## src/rtl/sfe_pkg.sv

```systemverilog
package sfe_pkg;

	// ----------------------------------------
	// Clock and timing
	// ----------------------------------------
	localparam int CLK_MHZ = 50;
	localparam int SLEEP_ENTRY_DELAY_NS = 3000;
	localparam int WAKE_DELAY_NS = 3000;
	localparam int WAKE_ID_DELAY_NS = 3000;
	// Least times round up to whole cycles
	localparam int SLEEP_ENTRY_CYC = (SLEEP_ENTRY_DELAY_NS * CLK_MHZ + 999) / 1000;
	localparam int WAKE_CYC = (WAKE_DELAY_NS * CLK_MHZ + 999) / 1000;
	localparam int WAKE_ID_CYC = (WAKE_ID_DELAY_NS * CLK_MHZ + 999) / 1000;
	localparam int BLK32_TIME_US = 150000;
	localparam int BLK64_TIME_US = 250000;
	localparam int CHIP_TIME_US = 1000000;
	localparam int BLK32_CYC_DEF = BLK32_TIME_US * CLK_MHZ;
	localparam int BLK64_CYC_DEF = BLK64_TIME_US * CLK_MHZ;
	localparam int CHIP_CYC_DEF = CHIP_TIME_US * CLK_MHZ;

	// ----------------------------------------
	// Serial opcodes and frame lengths
	// ----------------------------------------
	localparam logic [7:0] OP_LATCH_SET = 8'h06;
	localparam logic [7:0] OP_STATUS = 8'h05;
	localparam logic [7:0] OP_BLK32 = 8'h52;
	localparam logic [7:0] OP_BLK64 = 8'hd8;
	localparam logic [7:0] OP_CHIP_A = 8'h60;
	localparam logic [7:0] OP_CHIP_B = 8'hc7;
	localparam logic [7:0] OP_SLEEP = 8'hb9;
	localparam logic [7:0] OP_WAKE_ID = 8'hab;
	localparam logic [7:0] OP_PAIR_ID = 8'h90;
	localparam logic [7:0] OP_RST_EN = 8'h66;
	localparam logic [7:0] OP_RST = 8'h99;
	localparam logic [5:0] OP_BITS = 6'h08;
	localparam logic [5:0] ADDR_FRAME_BITS = 6'h20;

	// Identification bytes; values are arbitrary
	localparam logic [7:0] MAKER_ID = 8'h5a;
	localparam logic [7:0] PART_ID = 8'ha5;

	// Serial status byte layout
	localparam int ST_ACTIVE_BIT = 0;
	localparam int ST_LATCH_BIT = 1;

	// ----------------------------------------
	// APB register map
	// ----------------------------------------
	localparam logic [7:0] REG_CTRL = 8'h00;
	localparam logic [7:0] REG_STATUS = 8'h04;
	localparam logic [7:0] REG_WIPE_ADDR = 8'h08;
	localparam int CTRL_BP_LSB = 0;
	localparam int CTRL_INV_BIT = 5;
	localparam logic [5:0] CTRL_RST = 6'h00;
	localparam int STS_ACTIVE_BIT = 0;
	localparam int STS_LATCH_BIT = 1;
	localparam int STS_ASLEEP_BIT = 2;
	localparam int STS_WAKING_BIT = 3;

	// Pin vector order {si, sclk, cs_n}; select idles high
	localparam logic [2:0] PIN_RST = 3'h1;

	typedef enum logic [1:0] {WK_BLK32, WK_BLK64, WK_CHIP} sfe_wipe_kind_t;

	typedef struct packed {
		logic si_lvl;
		logic cs_lvl;
		logic cs_rise;
		logic sclk_rise;
		logic sclk_fall;
	} sfe_pin_ev_t;

	typedef struct packed {
		logic start;
		sfe_wipe_kind_t kind;
		logic [23:0] base;
	} sfe_wipe_req_t;

endpackage : sfe_pkg

```

## src/rtl/sfe_pin_sync.sv

```systemverilog
`timescale 1ns/10ps
module sfe_pin_sync
	import sfe_pkg::*;
(
	// Clock and reset
	input wire logic clk,
	input wire logic reset,
	// Serial pins from the host
	input wire logic cs_n,
	input wire logic sclk,
	input wire logic si,
	// Synchronised levels and edges
	output sfe_pin_ev_t ev
);

	logic [2:0] pins;
	logic [2:0] meta_ff;
	logic [2:0] sync_ff;
	logic [2:0] last_ff;

	assign pins = {si, sclk, cs_n};

	// ----------------------------------------
	// Two-stage synchroniser plus edge history
	// ----------------------------------------
	for (genvar i = 0; i < 3; i++) begin : g_pin
		always_ff @(posedge clk) begin
			if (reset) begin
				meta_ff[i] <= PIN_RST[i];
				sync_ff[i] <= PIN_RST[i];
				last_ff[i] <= PIN_RST[i];
			end else begin
				meta_ff[i] <= pins[i];
				sync_ff[i] <= meta_ff[i];
				last_ff[i] <= sync_ff[i];
			end
		end
	end

	// Edges are taken from the second stage only, never the first
	assign ev.si_lvl = sync_ff[2];
	assign ev.cs_lvl = sync_ff[0];
	assign ev.cs_rise = sync_ff[0] & ~last_ff[0];
	assign ev.sclk_rise = sync_ff[1] & ~last_ff[1];
	assign ev.sclk_fall = ~sync_ff[1] & last_ff[1];

endmodule : sfe_pin_sync

```

## src/rtl/sfe_flash_cmd.sv

```systemverilog
`timescale 1ns/10ps
module sfe_flash_cmd
	import sfe_pkg::*;
#(
	parameter int ADDR_W = 18,
	parameter int BLK32_CYC = BLK32_CYC_DEF,
	parameter int BLK64_CYC = BLK64_CYC_DEF,
	parameter int CHIP_CYC = CHIP_CYC_DEF
) (
	// Clock and reset
	input wire logic clk,
	input wire logic reset,
	// Serial link from the host
	input wire logic cs_n,
	input wire logic sclk,
	input wire logic si,
	output logic so,
	output logic so_oe,
	// Array side
	output sfe_wipe_req_t wipe,
	output logic cycle_active_flag,
	output logic asleep,
	// APB slave
	input wire logic psel,
	input wire logic penable,
	input wire logic pwrite,
	input wire logic [7:0] paddr,
	input wire logic [31:0] pwdata,
	output logic [31:0] prdata,
	output logic pready,
	output logic pslverr
);

	if (ADDR_W < 17 || ADDR_W > 24) begin : g_bad_addr
		$error("ADDR_W must lie between 17 and 24");
	end
	if (BLK32_CYC < 1 || BLK64_CYC < 1 || CHIP_CYC < 1) begin : g_bad_time
		$error("Erase cycle counts must be at least one");
	end

	typedef enum logic [1:0] {MD_STANDBY, MD_ENTERING, MD_SLEEP, MD_WAKING} sfe_mode_t;

	sfe_pin_ev_t ev;
	sfe_mode_t mode_ff;
	sfe_wipe_req_t wipe_ff;
	logic [5:0] bit_cnt_ff;
	logic [31:0] shift_ff, wipe_cnt_ff, prdata_ff;
	logic [7:0] op_ff, op_now, status_byte;
	logic [15:0] out_sh_ff, mode_cnt_ff;
	logic [4:0] protect_level_bits;
	logic [23:0] last_addr_ff;
	logic out_act_ff, so_ff, so_oe_ff, write_latch_flag, rst_armed_ff;
	logic protect_invert_bit, asleep_ff, pready_ff, pslverr_ff;
	logic awake, blk_op, blk_locked, chip_ok, go_blk, go_chip, go_sleep, go_wake, go_reset, apb_hit;

	// ----------------------------------------
	// Pin synchroniser
	// ----------------------------------------
	sfe_pin_sync u_sync (.clk(clk), .reset(reset), .cs_n(cs_n), .sclk(sclk), .si(si), .ev(ev));

	// Block lock map: low three protect bits pick 2^(n-1) 64 KB blocks, bit 3 picks bottom
	function automatic logic block_locked(input logic [23:0] a, input logic [4:0] bp, input logic inv);
		int nb;
		int blk;
		int sz;
		logic hit;
		nb = 1 << (ADDR_W - 16);
		blk = int'(a[23:16]) & (nb - 1);
		sz = (bp[2:0] == 3'h0) ? 0 : (1 << (int'(bp[2:0]) - 1));
		if (sz > nb) begin
			sz = nb;
		end
		hit = bp[3] ? (blk < sz) : (blk >= nb - sz);
		return hit ^ inv;
	endfunction : block_locked

	// ----------------------------------------
	// Frame decode at select release
	// ----------------------------------------
	assign op_now = {shift_ff[6:0], ev.si_lvl};
	assign awake = (mode_ff == MD_STANDBY);
	assign blk_op = (op_ff == OP_BLK32) || (op_ff == OP_BLK64);
	assign blk_locked = block_locked(shift_ff[23:0], protect_level_bits, protect_invert_bit);
	assign chip_ok = (protect_level_bits[2:0] == 3'h0 && !protect_invert_bit) ||
		(protect_level_bits[2:0] == 3'h7 && protect_invert_bit);
	// Exact frame lengths guard against early or late select release; wake alone also accepts frames of 32 bits or more
	assign go_blk = ev.cs_rise && awake && bit_cnt_ff == ADDR_FRAME_BITS && blk_op &&
		write_latch_flag && !cycle_active_flag && !blk_locked;
	assign go_chip = ev.cs_rise && awake && bit_cnt_ff == OP_BITS && chip_ok &&
		(op_ff == OP_CHIP_A || op_ff == OP_CHIP_B) && write_latch_flag && !cycle_active_flag;
	assign go_sleep = ev.cs_rise && awake && bit_cnt_ff == OP_BITS && op_ff == OP_SLEEP &&
		!cycle_active_flag;
	assign go_wake = ev.cs_rise && mode_ff == MD_SLEEP && op_ff == OP_WAKE_ID &&
		(bit_cnt_ff == OP_BITS || bit_cnt_ff >= ADDR_FRAME_BITS);
	assign go_reset = ev.cs_rise && bit_cnt_ff == OP_BITS && op_ff == OP_RST && rst_armed_ff &&
		!cycle_active_flag;

	// Bit counter and input shifter; only the counter is cleared whenever select is high
	always_ff @(posedge clk) begin
		if (reset || ev.cs_lvl) begin
			bit_cnt_ff <= 6'h00;
		end else if (ev.sclk_rise && bit_cnt_ff != 6'h3f) begin
			bit_cnt_ff <= bit_cnt_ff + 6'h01;
		end
	end

	always_ff @(posedge clk) begin
		if (reset) begin
			shift_ff <= 32'h0;
			op_ff <= 8'h00;
		end else if (ev.sclk_rise && !ev.cs_lvl) begin
			shift_ff <= {shift_ff[30:0], ev.si_lvl};
			if (bit_cnt_ff == OP_BITS - 6'h01) begin
				op_ff <= op_now;
			end
		end
	end

	// Reset enable arms only the very next frame
	always_ff @(posedge clk) begin
		if (reset) begin
			rst_armed_ff <= 1'b0;
		end else if (ev.cs_rise) begin
			rst_armed_ff <= (bit_cnt_ff == OP_BITS) && (op_ff == OP_RST_EN);
		end
	end

	// ----------------------------------------
	// Write latch and self-timed erase
	// ----------------------------------------
	always_ff @(posedge clk) begin
		if (reset || go_reset) begin
			write_latch_flag <= 1'b0;
		end else if (go_blk || go_chip) begin
			write_latch_flag <= 1'b0;
		end else if (ev.cs_rise && awake && bit_cnt_ff == OP_BITS && op_ff == OP_LATCH_SET &&
			!cycle_active_flag) begin
			write_latch_flag <= 1'b1;
		end
	end

	// The active flag simply tracks the remaining cycle count
	always_ff @(posedge clk) begin
		if (reset) begin
			cycle_active_flag <= 1'b0;
			wipe_cnt_ff <= 32'h0;
		end else if (go_blk || go_chip) begin
			cycle_active_flag <= 1'b1;
			wipe_cnt_ff <= go_chip ? 32'(CHIP_CYC) : (op_ff == OP_BLK32) ? 32'(BLK32_CYC) : 32'(BLK64_CYC);
		end else if (cycle_active_flag) begin
			wipe_cnt_ff <= wipe_cnt_ff - 32'h1;
			if (wipe_cnt_ff == 32'h1) begin
				cycle_active_flag <= 1'b0;
			end
		end
	end

	// Array request: one-cycle start with block-aligned base
	always_ff @(posedge clk) begin
		if (reset) begin
			wipe_ff <= '{start: 1'b0, kind: WK_BLK32, base: 24'h0};
			last_addr_ff <= 24'h0;
		end else begin
			wipe_ff.start <= go_blk || go_chip;
			if (go_chip) begin
				wipe_ff.kind <= WK_CHIP;
				wipe_ff.base <= 24'h0;
			end else if (go_blk && op_ff == OP_BLK32) begin
				wipe_ff.kind <= WK_BLK32;
				wipe_ff.base <= {shift_ff[23:15], 15'h0};
				last_addr_ff <= shift_ff[23:0];
			end else if (go_blk) begin
				wipe_ff.kind <= WK_BLK64;
				wipe_ff.base <= {shift_ff[23:16], 16'h0};
				last_addr_ff <= shift_ff[23:0];
			end
		end
	end

	// ----------------------------------------
	// Power mode and its delays
	// ----------------------------------------
	always_ff @(posedge clk) begin
		if (reset) begin
			mode_ff <= MD_STANDBY;
			mode_cnt_ff <= 16'h0;
			asleep_ff <= 1'b0;
		end else begin
			asleep_ff <= (mode_ff == MD_SLEEP);
			case (mode_ff)
				MD_STANDBY: begin
					if (go_sleep) begin
						mode_ff <= MD_ENTERING;
						mode_cnt_ff <= 16'(SLEEP_ENTRY_CYC);
					end
				end
				MD_ENTERING: begin
					mode_cnt_ff <= mode_cnt_ff - 16'h1;
					if (mode_cnt_ff == 16'h1) begin
						mode_ff <= MD_SLEEP;
					end
				end
				MD_SLEEP: begin
					if (go_reset) begin
						mode_ff <= MD_STANDBY;
					end else if (go_wake) begin
						mode_ff <= MD_WAKING;
						mode_cnt_ff <= (bit_cnt_ff == OP_BITS) ? 16'(WAKE_CYC) : 16'(WAKE_ID_CYC);
					end
				end
				MD_WAKING: begin
					mode_cnt_ff <= mode_cnt_ff - 16'h1;
					if (mode_cnt_ff == 16'h1) begin
						mode_ff <= MD_STANDBY;
					end
				end
				default: begin
					mode_ff <= MD_STANDBY;
				end
			endcase
		end
	end

	// ----------------------------------------
	// Serial read output
	// ----------------------------------------
	always_comb begin
		status_byte = 8'h00;
		status_byte[ST_ACTIVE_BIT] = cycle_active_flag;
		status_byte[ST_LATCH_BIT] = write_latch_flag;
	end

	// Load the answer on the rising edge that completes its header; a 16-bit ring repeats it
	always_ff @(posedge clk) begin
		if (reset || ev.cs_lvl) begin
			out_act_ff <= 1'b0;
			out_sh_ff <= 16'h0;
		end else if (ev.sclk_rise) begin
			if (awake && bit_cnt_ff == OP_BITS - 6'h01 && op_now == OP_STATUS) begin
				out_act_ff <= 1'b1;
				out_sh_ff <= {status_byte, status_byte};
			end else if (bit_cnt_ff == ADDR_FRAME_BITS - 6'h01 && !cycle_active_flag &&
				(awake || mode_ff == MD_SLEEP) && op_ff == OP_WAKE_ID) begin
				out_act_ff <= 1'b1;
				out_sh_ff <= {PART_ID, PART_ID};
			end else if (bit_cnt_ff == ADDR_FRAME_BITS - 6'h01 && awake && !cycle_active_flag &&
				op_ff == OP_PAIR_ID) begin
				out_act_ff <= 1'b1;
				out_sh_ff <= ev.si_lvl ? {PART_ID, MAKER_ID} : {MAKER_ID, PART_ID};
			end
		end else if (ev.sclk_fall && out_act_ff) begin
			out_sh_ff <= {out_sh_ff[14:0], out_sh_ff[15]};
		end
	end

	// Bits change only on falling clock edges, MSB first
	always_ff @(posedge clk) begin
		if (reset || ev.cs_lvl) begin
			so_ff <= 1'b0;
			so_oe_ff <= 1'b0;
		end else if (ev.sclk_fall && out_act_ff) begin
			so_ff <= out_sh_ff[15];
			so_oe_ff <= 1'b1;
		end
	end

	// ----------------------------------------
	// APB slave: one wait state, errors on unmapped offsets
	// ----------------------------------------
	assign apb_hit = (paddr == REG_CTRL) || (paddr == REG_STATUS) || (paddr == REG_WIPE_ADDR);

	always_ff @(posedge clk) begin
		if (reset) begin
			pready_ff <= 1'b0;
			pslverr_ff <= 1'b0;
			prdata_ff <= 32'h0;
		end else if (psel && penable && !pready_ff) begin
			pready_ff <= 1'b1;
			pslverr_ff <= !apb_hit;
			prdata_ff <= 32'h0;
			if (!pwrite) begin
				if (paddr == REG_CTRL) begin
					prdata_ff[CTRL_INV_BIT:CTRL_BP_LSB] <= {protect_invert_bit, protect_level_bits};
				end else if (paddr == REG_STATUS) begin
					prdata_ff[STS_ACTIVE_BIT] <= cycle_active_flag;
					prdata_ff[STS_LATCH_BIT] <= write_latch_flag;
					prdata_ff[STS_ASLEEP_BIT] <= (mode_ff == MD_SLEEP);
					prdata_ff[STS_WAKING_BIT] <= (mode_ff == MD_WAKING);
				end else if (paddr == REG_WIPE_ADDR) begin
					prdata_ff[23:0] <= last_addr_ff;
				end
			end
		end else begin
			pready_ff <= 1'b0;
			pslverr_ff <= 1'b0;
		end
	end

	// Protection bits change only at the completing edge of a write
	always_ff @(posedge clk) begin
		if (reset) begin
			{protect_invert_bit, protect_level_bits} <= CTRL_RST;
		end else if (psel && penable && pready_ff && pwrite && paddr == REG_CTRL) begin
			{protect_invert_bit, protect_level_bits} <= pwdata[CTRL_INV_BIT:CTRL_BP_LSB];
		end
	end

	assign so = so_ff;
	assign so_oe = so_oe_ff;
	assign wipe = wipe_ff;
	assign asleep = asleep_ff;
	assign prdata = prdata_ff;
	assign pready = pready_ff;
	assign pslverr = pslverr_ff;

	// ----------------------------------------
	// Assertions
	// ----------------------------------------
	a_wipe_needs_latch: assert property (@(posedge clk) disable iff (reset)
		wipe_ff.start |-> $past(write_latch_flag)) else $error("Erase started without write latch");
	a_wipe_after_frame: assert property (@(posedge clk) disable iff (reset)
		wipe_ff.start |-> $past(ev.cs_rise)) else $error("Erase started without select release");
	a_wipe_sets_busy: assert property (@(posedge clk) disable iff (reset)
		wipe_ff.start |-> cycle_active_flag ##1 cycle_active_flag) else $error("Active flag not held");
	a_latch_clear: assert property (@(posedge clk) disable iff (reset)
		$rose(cycle_active_flag) |-> !write_latch_flag) else $error("Latch not cleared by erase");
	a_blk_lock: assert property (@(posedge clk) disable iff (reset)
		wipe_ff.start && wipe_ff.kind != WK_CHIP |-> !$past(blk_locked)) else $error("Locked block erased");
	a_chip_prot: assert property (@(posedge clk) disable iff (reset)
		wipe_ff.start && wipe_ff.kind == WK_CHIP |-> $past(chip_ok)) else $error("Chip erase while protected");
	a_sleep_reject: assert property (@(posedge clk) disable iff (reset)
		cycle_active_flag && awake && ev.cs_rise |=> mode_ff == MD_STANDBY) else $error("Sleep during cycle");
	a_sleep_deaf: assert property (@(posedge clk) disable iff (reset)
		mode_ff == MD_SLEEP && ev.cs_rise |=> !wipe_ff.start ##1 !wipe_ff.start) else $error("Erase while asleep");
	a_so_release: assert property (@(posedge clk) disable iff (reset)
		ev.cs_lvl |=> !so_oe_ff) else $error("Output driven with select high");

	c_blk_wipe: cover property (@(posedge clk) disable iff (reset) wipe_ff.start && wipe_ff.kind == WK_BLK64);
	c_chip_wipe: cover property (@(posedge clk) disable iff (reset) wipe_ff.start && wipe_ff.kind == WK_CHIP);
	c_sleep: cover property (@(posedge clk) disable iff (reset) $rose(asleep_ff));
	c_id_out: cover property (@(posedge clk) disable iff (reset) $rose(so_oe_ff));

endmodule : sfe_flash_cmd

```

## config.mk

```make
export PLATFORM = sky130hd
export DESIGN_NAME = sfe_flash_cmd
export DESIGN_NICKNAME = d
export VERILOG_FILES = /design/src/rtl/sfe_pkg.sv /design/src/rtl/sfe_pin_sync.sv /design/src/rtl/sfe_flash_cmd.sv
export SDC_FILE = /design/constraint.sdc
export NUM_CORES = 1
export LEC_CHECK = 0
export BUFFER_PORTS_ARGS = -buffer_cell sky130_fd_sc_hd__buf_4
export CAP_MARGIN = 20
export CORE_MARGIN = 2
export CORE_UTILIZATION = 58
export CTS_CLUSTER_SIZE = 10
export DETAILED_ROUTE_END_ITERATION = 12
export PLACE_DENSITY = 0.92
export SYNTH_ARGS = -nofsm -noshare
export SYNTH_HDL_FRONTEND = slang
export SYNTH_SLANG_ARGS = --single-unit
```

## constraint.sdc

```tcl
create_clock -name clk -period 6.1 [get_ports clk]
set_clock_uncertainty 0.05 [all_clocks]
set_input_delay 0.305 -clock clk [delete_from_list [all_inputs] [get_ports clk]]
set_output_delay 0.305 -clock clk [all_outputs]
set_load 0.05 [all_outputs]
```

==> flow_summary_export.csv, run 1 <==
group,metric,value,unit
synth,synthCells,996,
global_routing,grt_pass1_vias,6705,
power,power_leakage,3.43,nW
place,dp.cells,1190,
timing,worstMarginPinSlew,1040,ps
timing,relSlewSlack,30.5,%
finish,final_cells,1223,
clock_network,postCtsSetupBuffers,0,
global_routing,grt_pass1_wl,32000,µm
finish,diodes,0,
critical_path,cp_slowest_cell,"a21boi_2",
finish,fill_cells,983,
run_status,outcome,"completed",
critical_path,critPathTopFamily,"compound AO/OA/AOI/OAI gates",
critical_path,crit_path_max_incr_delay,650,ps
power,vdd_ir_drop_max,0.264,mV
critical_path,startpoint_type,"register",
synth,synth_compound_area_share,16.2,%
floorplan,row_count,43,
critical_path,worst_path_most_repeated_cell,"ha_1",
timing,setup_tns,0,ps
critical_path,crit_chain,"inv_1 -> ha_1 -> nor3_1 -> a22o_1 -> nand3_1 -> ha_1 -> inv_1 -> ha_1 -> a21oi_1 -> or4_1 -> a31o_2 -> a21boi_2 -> nor2_1 -> a21oi_1 -> nor4_1",
critical_path,crit_arrival,4470,ps
timing,finalSetupViolations,0,
routing,vias,7109,
routing,drt_iter0_markers,489,
global_routing,grt.total_usage,26.7,%
synth,synth_edf_count,0,
floorplan,die_y,123,µm
critical_path,cp_data_required_time,6340,ps
critical_path,crit_fanout,15,
routing,drt-total-wl,19200,µm
place,place.gp.congestion,0.865,
timing,hold_viol_final,0,
finish,final_nets,1091,
floorplan,die_w,123,µm
synth,ys_ff_latch,187,
synth,synth_top_family_by_area,"simple AND/OR/NAND/NOR gates",
global_routing,antenna_found_initial,0,
floorplan,design.core.area,13800,µm²
global_routing,grt_max_degree,70,
routing,remaining_drc_errors,0,
clock_network,clk_latency,440,ps
finish,final_area,9290,µm²
timing,fin_hold_ws,40.6,ps
synth,synthSimpleGateAreaFrac,24.3,%
timing,layout_min_cycle_time,4230,ps
synth,yosysTopAreaCell,"dfxtp_1",
synth,synthTopCellsByArea,"dfxtp_1, nand2_1, a21oi_1",
clock_network,clockBufferDepth,2,
finish,area_growth,13.2,%
timing,rsz0062_at_grt,"no",
synth,syn-mean-instance-area,8.24,µm²
clock_network,clk_pin_slew,70,ps
clock_network,cts_inserted_buffers,17,
floorplan,die_area,15100,µm²
clock_network,htree_num_levels,4,
synth,syn_area,8210,µm²
floorplan,ios,113,
critical_path,crit_buf_inv,2,
place,placed_cell_area,8650,µm²
worst_hold_path,min_path_type,"in -> reg",
synth,synthFlopType,"dfxtp_1",
flow_run,cap_violations,0,
finish,drive_above_1_share,10.9,%
synth,ys.warnings.count,0,
clock_network,tritoncts,"yes",
place,port_buffers,63,
synth,synth_adder_area_share,1.98,%
routing,firstDrtPassIters,5,
clock_network,cts.sinks,187,
clock_network,cts_root_buf,"clkbuf_16",
finish,finalCoreUtilization,67.2,%
synth,ys_seq_area_share,45.6,%
routing,viasPerCell,5.81,
routing,ant_nets,0,
synth,synthMuxAreaShare,2.46,%
power,powerDensity,290,nW/µm²
critical_path,cp-end-kind,"register",
timing,slew_viol_final,0,
place,dp_hpwl,12400,µm
critical_path,critPathKind,"reg -> reg",
synth,synth_top_area_share,45.6,%
timing,max_freq,236,MHz
synth,synth_xor_area_share,3.63,%
timing,period_share,69.4,%
floorplan,initial_core_util,59.3,%
synth,synthDistinctLibCells,64,
global_routing,grt.overflow.total,0,
synth,async_flop_share,0,%
routing,wl_per_cell,15.7,µm
state kept, by name, indices dropped and copies added (netlist names), 3 cells and up:
register,flops
bit_cnt_ff,6
prdata,24
mode_cnt_ff,16
last_addr_ff,24
wipe,12
wipe_cnt_ff,32
protect_level_bits,5
u_sync.meta_ff,3
op_ff,8
shift_ff,24
out_sh_ff,16
per-layer routing:
metal  global-route usage [%]  wire, µm  share of wire (%)
met5                        0         0                  0
met4                     11.5       534                2.8
met3                     6.32      1440                7.5
met2                     44.1      9120                 47
met1                     33.4      8140                 42
final timing paths:
kind,startpoint,end,slack (ps),cells after the start
max,protect_level_bits[0]$_SDFFE_PP0P_,wipe_cnt_ff[10]$_SDFFE_PP0P_,1870,15
max reg2reg,protect_level_bits[0]$_SDFFE_PP0P_,wipe_cnt_ff[10]$_SDFFE_PP0P_,1870,15
min,sclk,u_sync.meta_ff[1]$_SDFF_PP0_,40,2
min reg2reg,u_sync.meta_ff[0]$_SDFF_PP1_,u_sync.ev[3]$_SDFF_PP1_,370,1
synthesized netlist by cell type, types with 8 or more instances:
library cell and number:
or3_1 14, xor2_1 23, nor4_1 12, nor2_1 123, dfxtp_1 187, nand3_1 10, inv_1 24, nand2b_1 13
clkbuf_1 47, a21oi_1 103, a211oi_1 13, ha_1 13, a31oi_1 8, buf_4 23, nor2b_1 15, nor3_1 22
a22oi_1 23, o21ai_0 33, xnor2_1 11, nand2_1 153, mux2i_1 19
logic make-up after synthesis:
family          after synthesis
mux                          20
buf+inv                     100
simple gates                422
flops                       187
other cells                   1
fa+ha+maj                    13
compound gates              219
xor+xnor                     34
cells in the final DEF, fill, tap and decap left out, types with 5 or more instances in the layout:
master,n
dfxtp_1,187
ha_1,13
mux2i_1,19
clkbuf_16,17
nand2_1,153
o211ai_1,5
nand2b_1,13
a22oi_1,23
buf_4,68
and3_1,6
nor2_1,123
inv_1,24
nor3b_1,6
and2_1,5
nand3_1,10
nor3_1,22
a21oi_1,103
conb_1,23
xor2_1,23
xnor2_1,11
nor2b_1,15
nand4_1,7
a31oi_1,8
a211oi_1,12
or3_1,14
nor4_1,12
or4_1,5
o21ai_0,33
nor4b_1,5
power by group:
group	internal (W)	switching, W
Clock	0.000667	0.000500
Combinational	0.0000807	0.000154
Sequential	0.00126	0.0000338
worst register-to-register path, cell delays in order, from the launching register on:
cell and delay [ps]:
dfxtp_1 440, inv_1 110, ha_1 270, nor3_1 240
a22o_1 170, nand3_1 110, ha_1 300, inv_1 40
ha_1 260, a21oi_1 90, or4_1 410, a31o_2 300
a21boi_2 650, nor2_1 360, a21oi_1 210, nor4_1 70
cell type report:
type | instances | area, µm² | share of cell area [%]
Clock buffer | 19 | 443 | 4.77
Sequential cell | 187 | 3740 | 40.3
Clock inverter | 13 | 180 | 1.94
Tap cell | 180 | 225 | 2.43
Multi-Input combinational cell | 731 | 4080 | 44.0
Inverter | 24 | 90.1 | 0.970
Timing Repair Buffer | 69 | 520 | 5.60
repair_timing:
item,CTS,global route
hold buffers,1,0
endpoints found under the hold margin,1,0
resized for setup,0,0
through the flow:
step / worst slack (ps) / power (W)
2_1_floorplan: 2660 / 0.00151
3_3_place_gp: 2040 / 0.00154
3_5_place_dp: 1980 / 0.00155
4_1_cts: 1940 / 0.00270
5_1_grt: 1620 / 0.00278
6_report: 1870 / 0.00269
Power figures use the tool's default switching activity.
==> run 2, diff against run 1 <==
Settings changed: CORE_UTILIZATION 58 to 57, PLACE_DENSITY 0.92 to 0.91.
Clock period 6.1 ns to 4.3 ns, I/O delays scaled along.
==> run 2 against run 1 <==
Effect of this change: clock power up 35%; sequential power up 42%; via count up 1.3%; worst setup slack worse by 1600 ps; first-iteration DRC count up 21%; global-route usage down 1.1 points; maximum frequency up 4.8%; combinational power up 48%; non-clock buffer count up 10.
==> flow_summary_export.csv, run 2 (same netlist as run 1, synthesis figures left out) <==
group,metric,value,unit
timing,rsz0062_at_grt,"no",
floorplan,die_area,15400,µm²
timing,max_freq,248,MHz
floorplan,design.core.area,14000,µm²
timing,layout_min_cycle_time,4040,ps
power,power_frac_clock,42.0,%
critical_path,cp-end-kind,"register",
global_routing,grt_max_degree,76,
finish,final_nets,1101,
finish,layout_commonest_cell,"dfxtp_1",
flow_run,cap_violations,0,
routing,wl_per_cell,15.6,µm
timing,worstMarginPinSlew,1050,ps
global_routing,antenna_found_initial,0,
timing,relSlewSlack,29.9,%
power,powerDensity,402,nW/µm²
routing,vias,7201,
clock_network,clockBufferDepth,2,
critical_path,crit_fanout,8,
routing,ant_nets,0,
clock_network,cts_inserted_buffers,17,
place,port_buffers,63,
worst_hold_path,holdCritStartpoint,"paddr[2]",
worst_hold_path,min_path_type,"in -> reg",
routing,drt_iter0_markers,592,
clock_network,postCtsSetupBuffers,0,
critical_path,cp_data_required_time,4600,ps
global_routing,grt_pass1_wl,31300,µm
clock_network,tritoncts,"yes",
power,switching_share,25.6,%
timing,setup_tns,0,ps
timing,finalSetupViolations,0,
power,p_sw,0.000961,W
clock_network,cts.sinks,187,
place,dp_hpwl,12400,µm
routing,remaining_drc_errors,0,
global_routing,grt.total_usage,25.6,%
floorplan,row_count,43,
power,vdd_ir_drop_max,0.287,mV
global_routing,grt.overflow.total,0,
critical_path,r2r-start,"protect_level_bits[0]$_SDFFE_PP0P_",
finish,drive_above_1_share,10.9,%
routing,viasPerCell,5.84,
routing,drt-total-wl,19200,µm
place,dp.cells,1192,
finish,area_growth,13.8,%
critical_path,startpoint_type,"register",
floorplan,die_w,124,µm
clock_network,clk_latency,440,ps
finish,largest_reg_flops,32,
finish,fill_cells,1039,
finish,diodes,0,
power,power_leakage,3.47,nW
power,seqPwrFrac,48.7,%
finish,regMostFlops,"wipe_cnt_ff",
power,p_int,0.00280,W
clock_network,htree_num_levels,4,
critical_path,crit_arrival,4340,ps
finish,final_cell_mix,"dfxtp_1, nand2_1, nor2_1",
finish,final_cells,1232,
floorplan,initial_core_util,58.7,%
global_routing,grt_pass1_vias,6718,
timing,period_share,93.9,%
routing,firstDrtPassIters,5,
timing,hold_viol_final,0,
run_status,outcome,"completed",
floorplan,ios,113,
clock_network,cts_resized,0,
place,place.gp.congestion,0.882,
timing,slew_viol_final,0,
clock_network,cts_root_buf,"clkbuf_16",
power,combPwrFrac,9.2,%
floorplan,die_y,124,µm
critical_path,crit_start,"protect_level_bits[0]$_SDFFE_PP0P_",
clock_network,clk_pin_slew,70,ps
critical_path,critPathKind,"reg -> reg",
==> run 2: worst max-delay path, cell delays in order (launching register included) <==
cell	delay [ps]
dfxtp_1	450
inv_1	120
ha_1	240
nor3_1	310
a22o_1	190
nand3_1	110
ha_1	300
inv_1	50
ha_1	290
a21oi_1	100
or4_1	410
a31o_2	280
a21boi_2	390
nor2_2	170
a211o_1	290
a211oi_2	220
==> run 2: per-layer routing <==
metal / vias to the layer above / global-route usage, % / part of all wire, %
met2: 307 / 42.5 / 48
met5: - / 0 / 0
li1: 3477 / - / -
met4: 0 / 9.97 / 1.6
met3: 36 / 7.14 / 7.9
met1: 3381 / 31.6 / 43
==> run 2: final cells by class <==
| type | instances | area, µm² | area share (%) |
|---|---|---|---|
| clock buffers | 20 | 457 | 4.89 |
| clock inverters | 11 | 134 | 1.43 |
| inverters | 24 | 90.1 | 0.964 |
| multi-input cells | 731 | 4080 | 43.6 |
| flip-flops and latches | 187 | 3740 | 40.1 |
| well taps | 180 | 225 | 2.41 |
| repair buffers | 79 | 616 | 6.59 |
==> run 2: path summary, 6_finish.rpt <==
check                                                     to  slack (ps)  cells after the start
worst min register to register       u_sync.ev[3]$_SDFF_PP1_         360                      1
worst min-delay path                      pslverr$_SDFF_PP0_          80                      3
worst max-delay path            wipe_cnt_ff[22]$_SDFFE_PP0P_         260                     15
worst max register to register  wipe_cnt_ff[22]$_SDFFE_PP0P_         260                     15
==> run 2: metrics by stage <==
stage | power, W | setup slack, ps | area, µm² | util [%] | hold WS (ps)
after global routing | 0.00388 | 82.6 | 9340 | 66.8 | 113
after detailed placement | 0.00220 | 472 | 8660 | 61.9 | 348
after CTS | 0.00376 | 390 | 9340 | 66.8 | 80.8
after floorplan | 0.00214 | 856 | 8290 | - | 269
after global placement | 0.00218 | 566 | 8660 | 61.9 | 346
final | 0.00376 | 263 | 9340 | 66.8 | 82.1
==> run 2: repair_timing <==
item,in CTS,in global routing
setup endpoints to repair,0,0
hold buffers,9,0
hold endpoints to repair,9,0
==> run 2: power by group through the flow <==
stage	clock, W	sequential [W]	combinational, W
after global routing	0.00167	0.00184	0.000381
after CTS	0.00159	0.00183	0.000341
final	0.00158	0.00183	0.000348
after floorplan	0	0.00186	0.000284
after global placement	0	0.00186	0.000319
after detailed placement	0	0.00187	0.000332
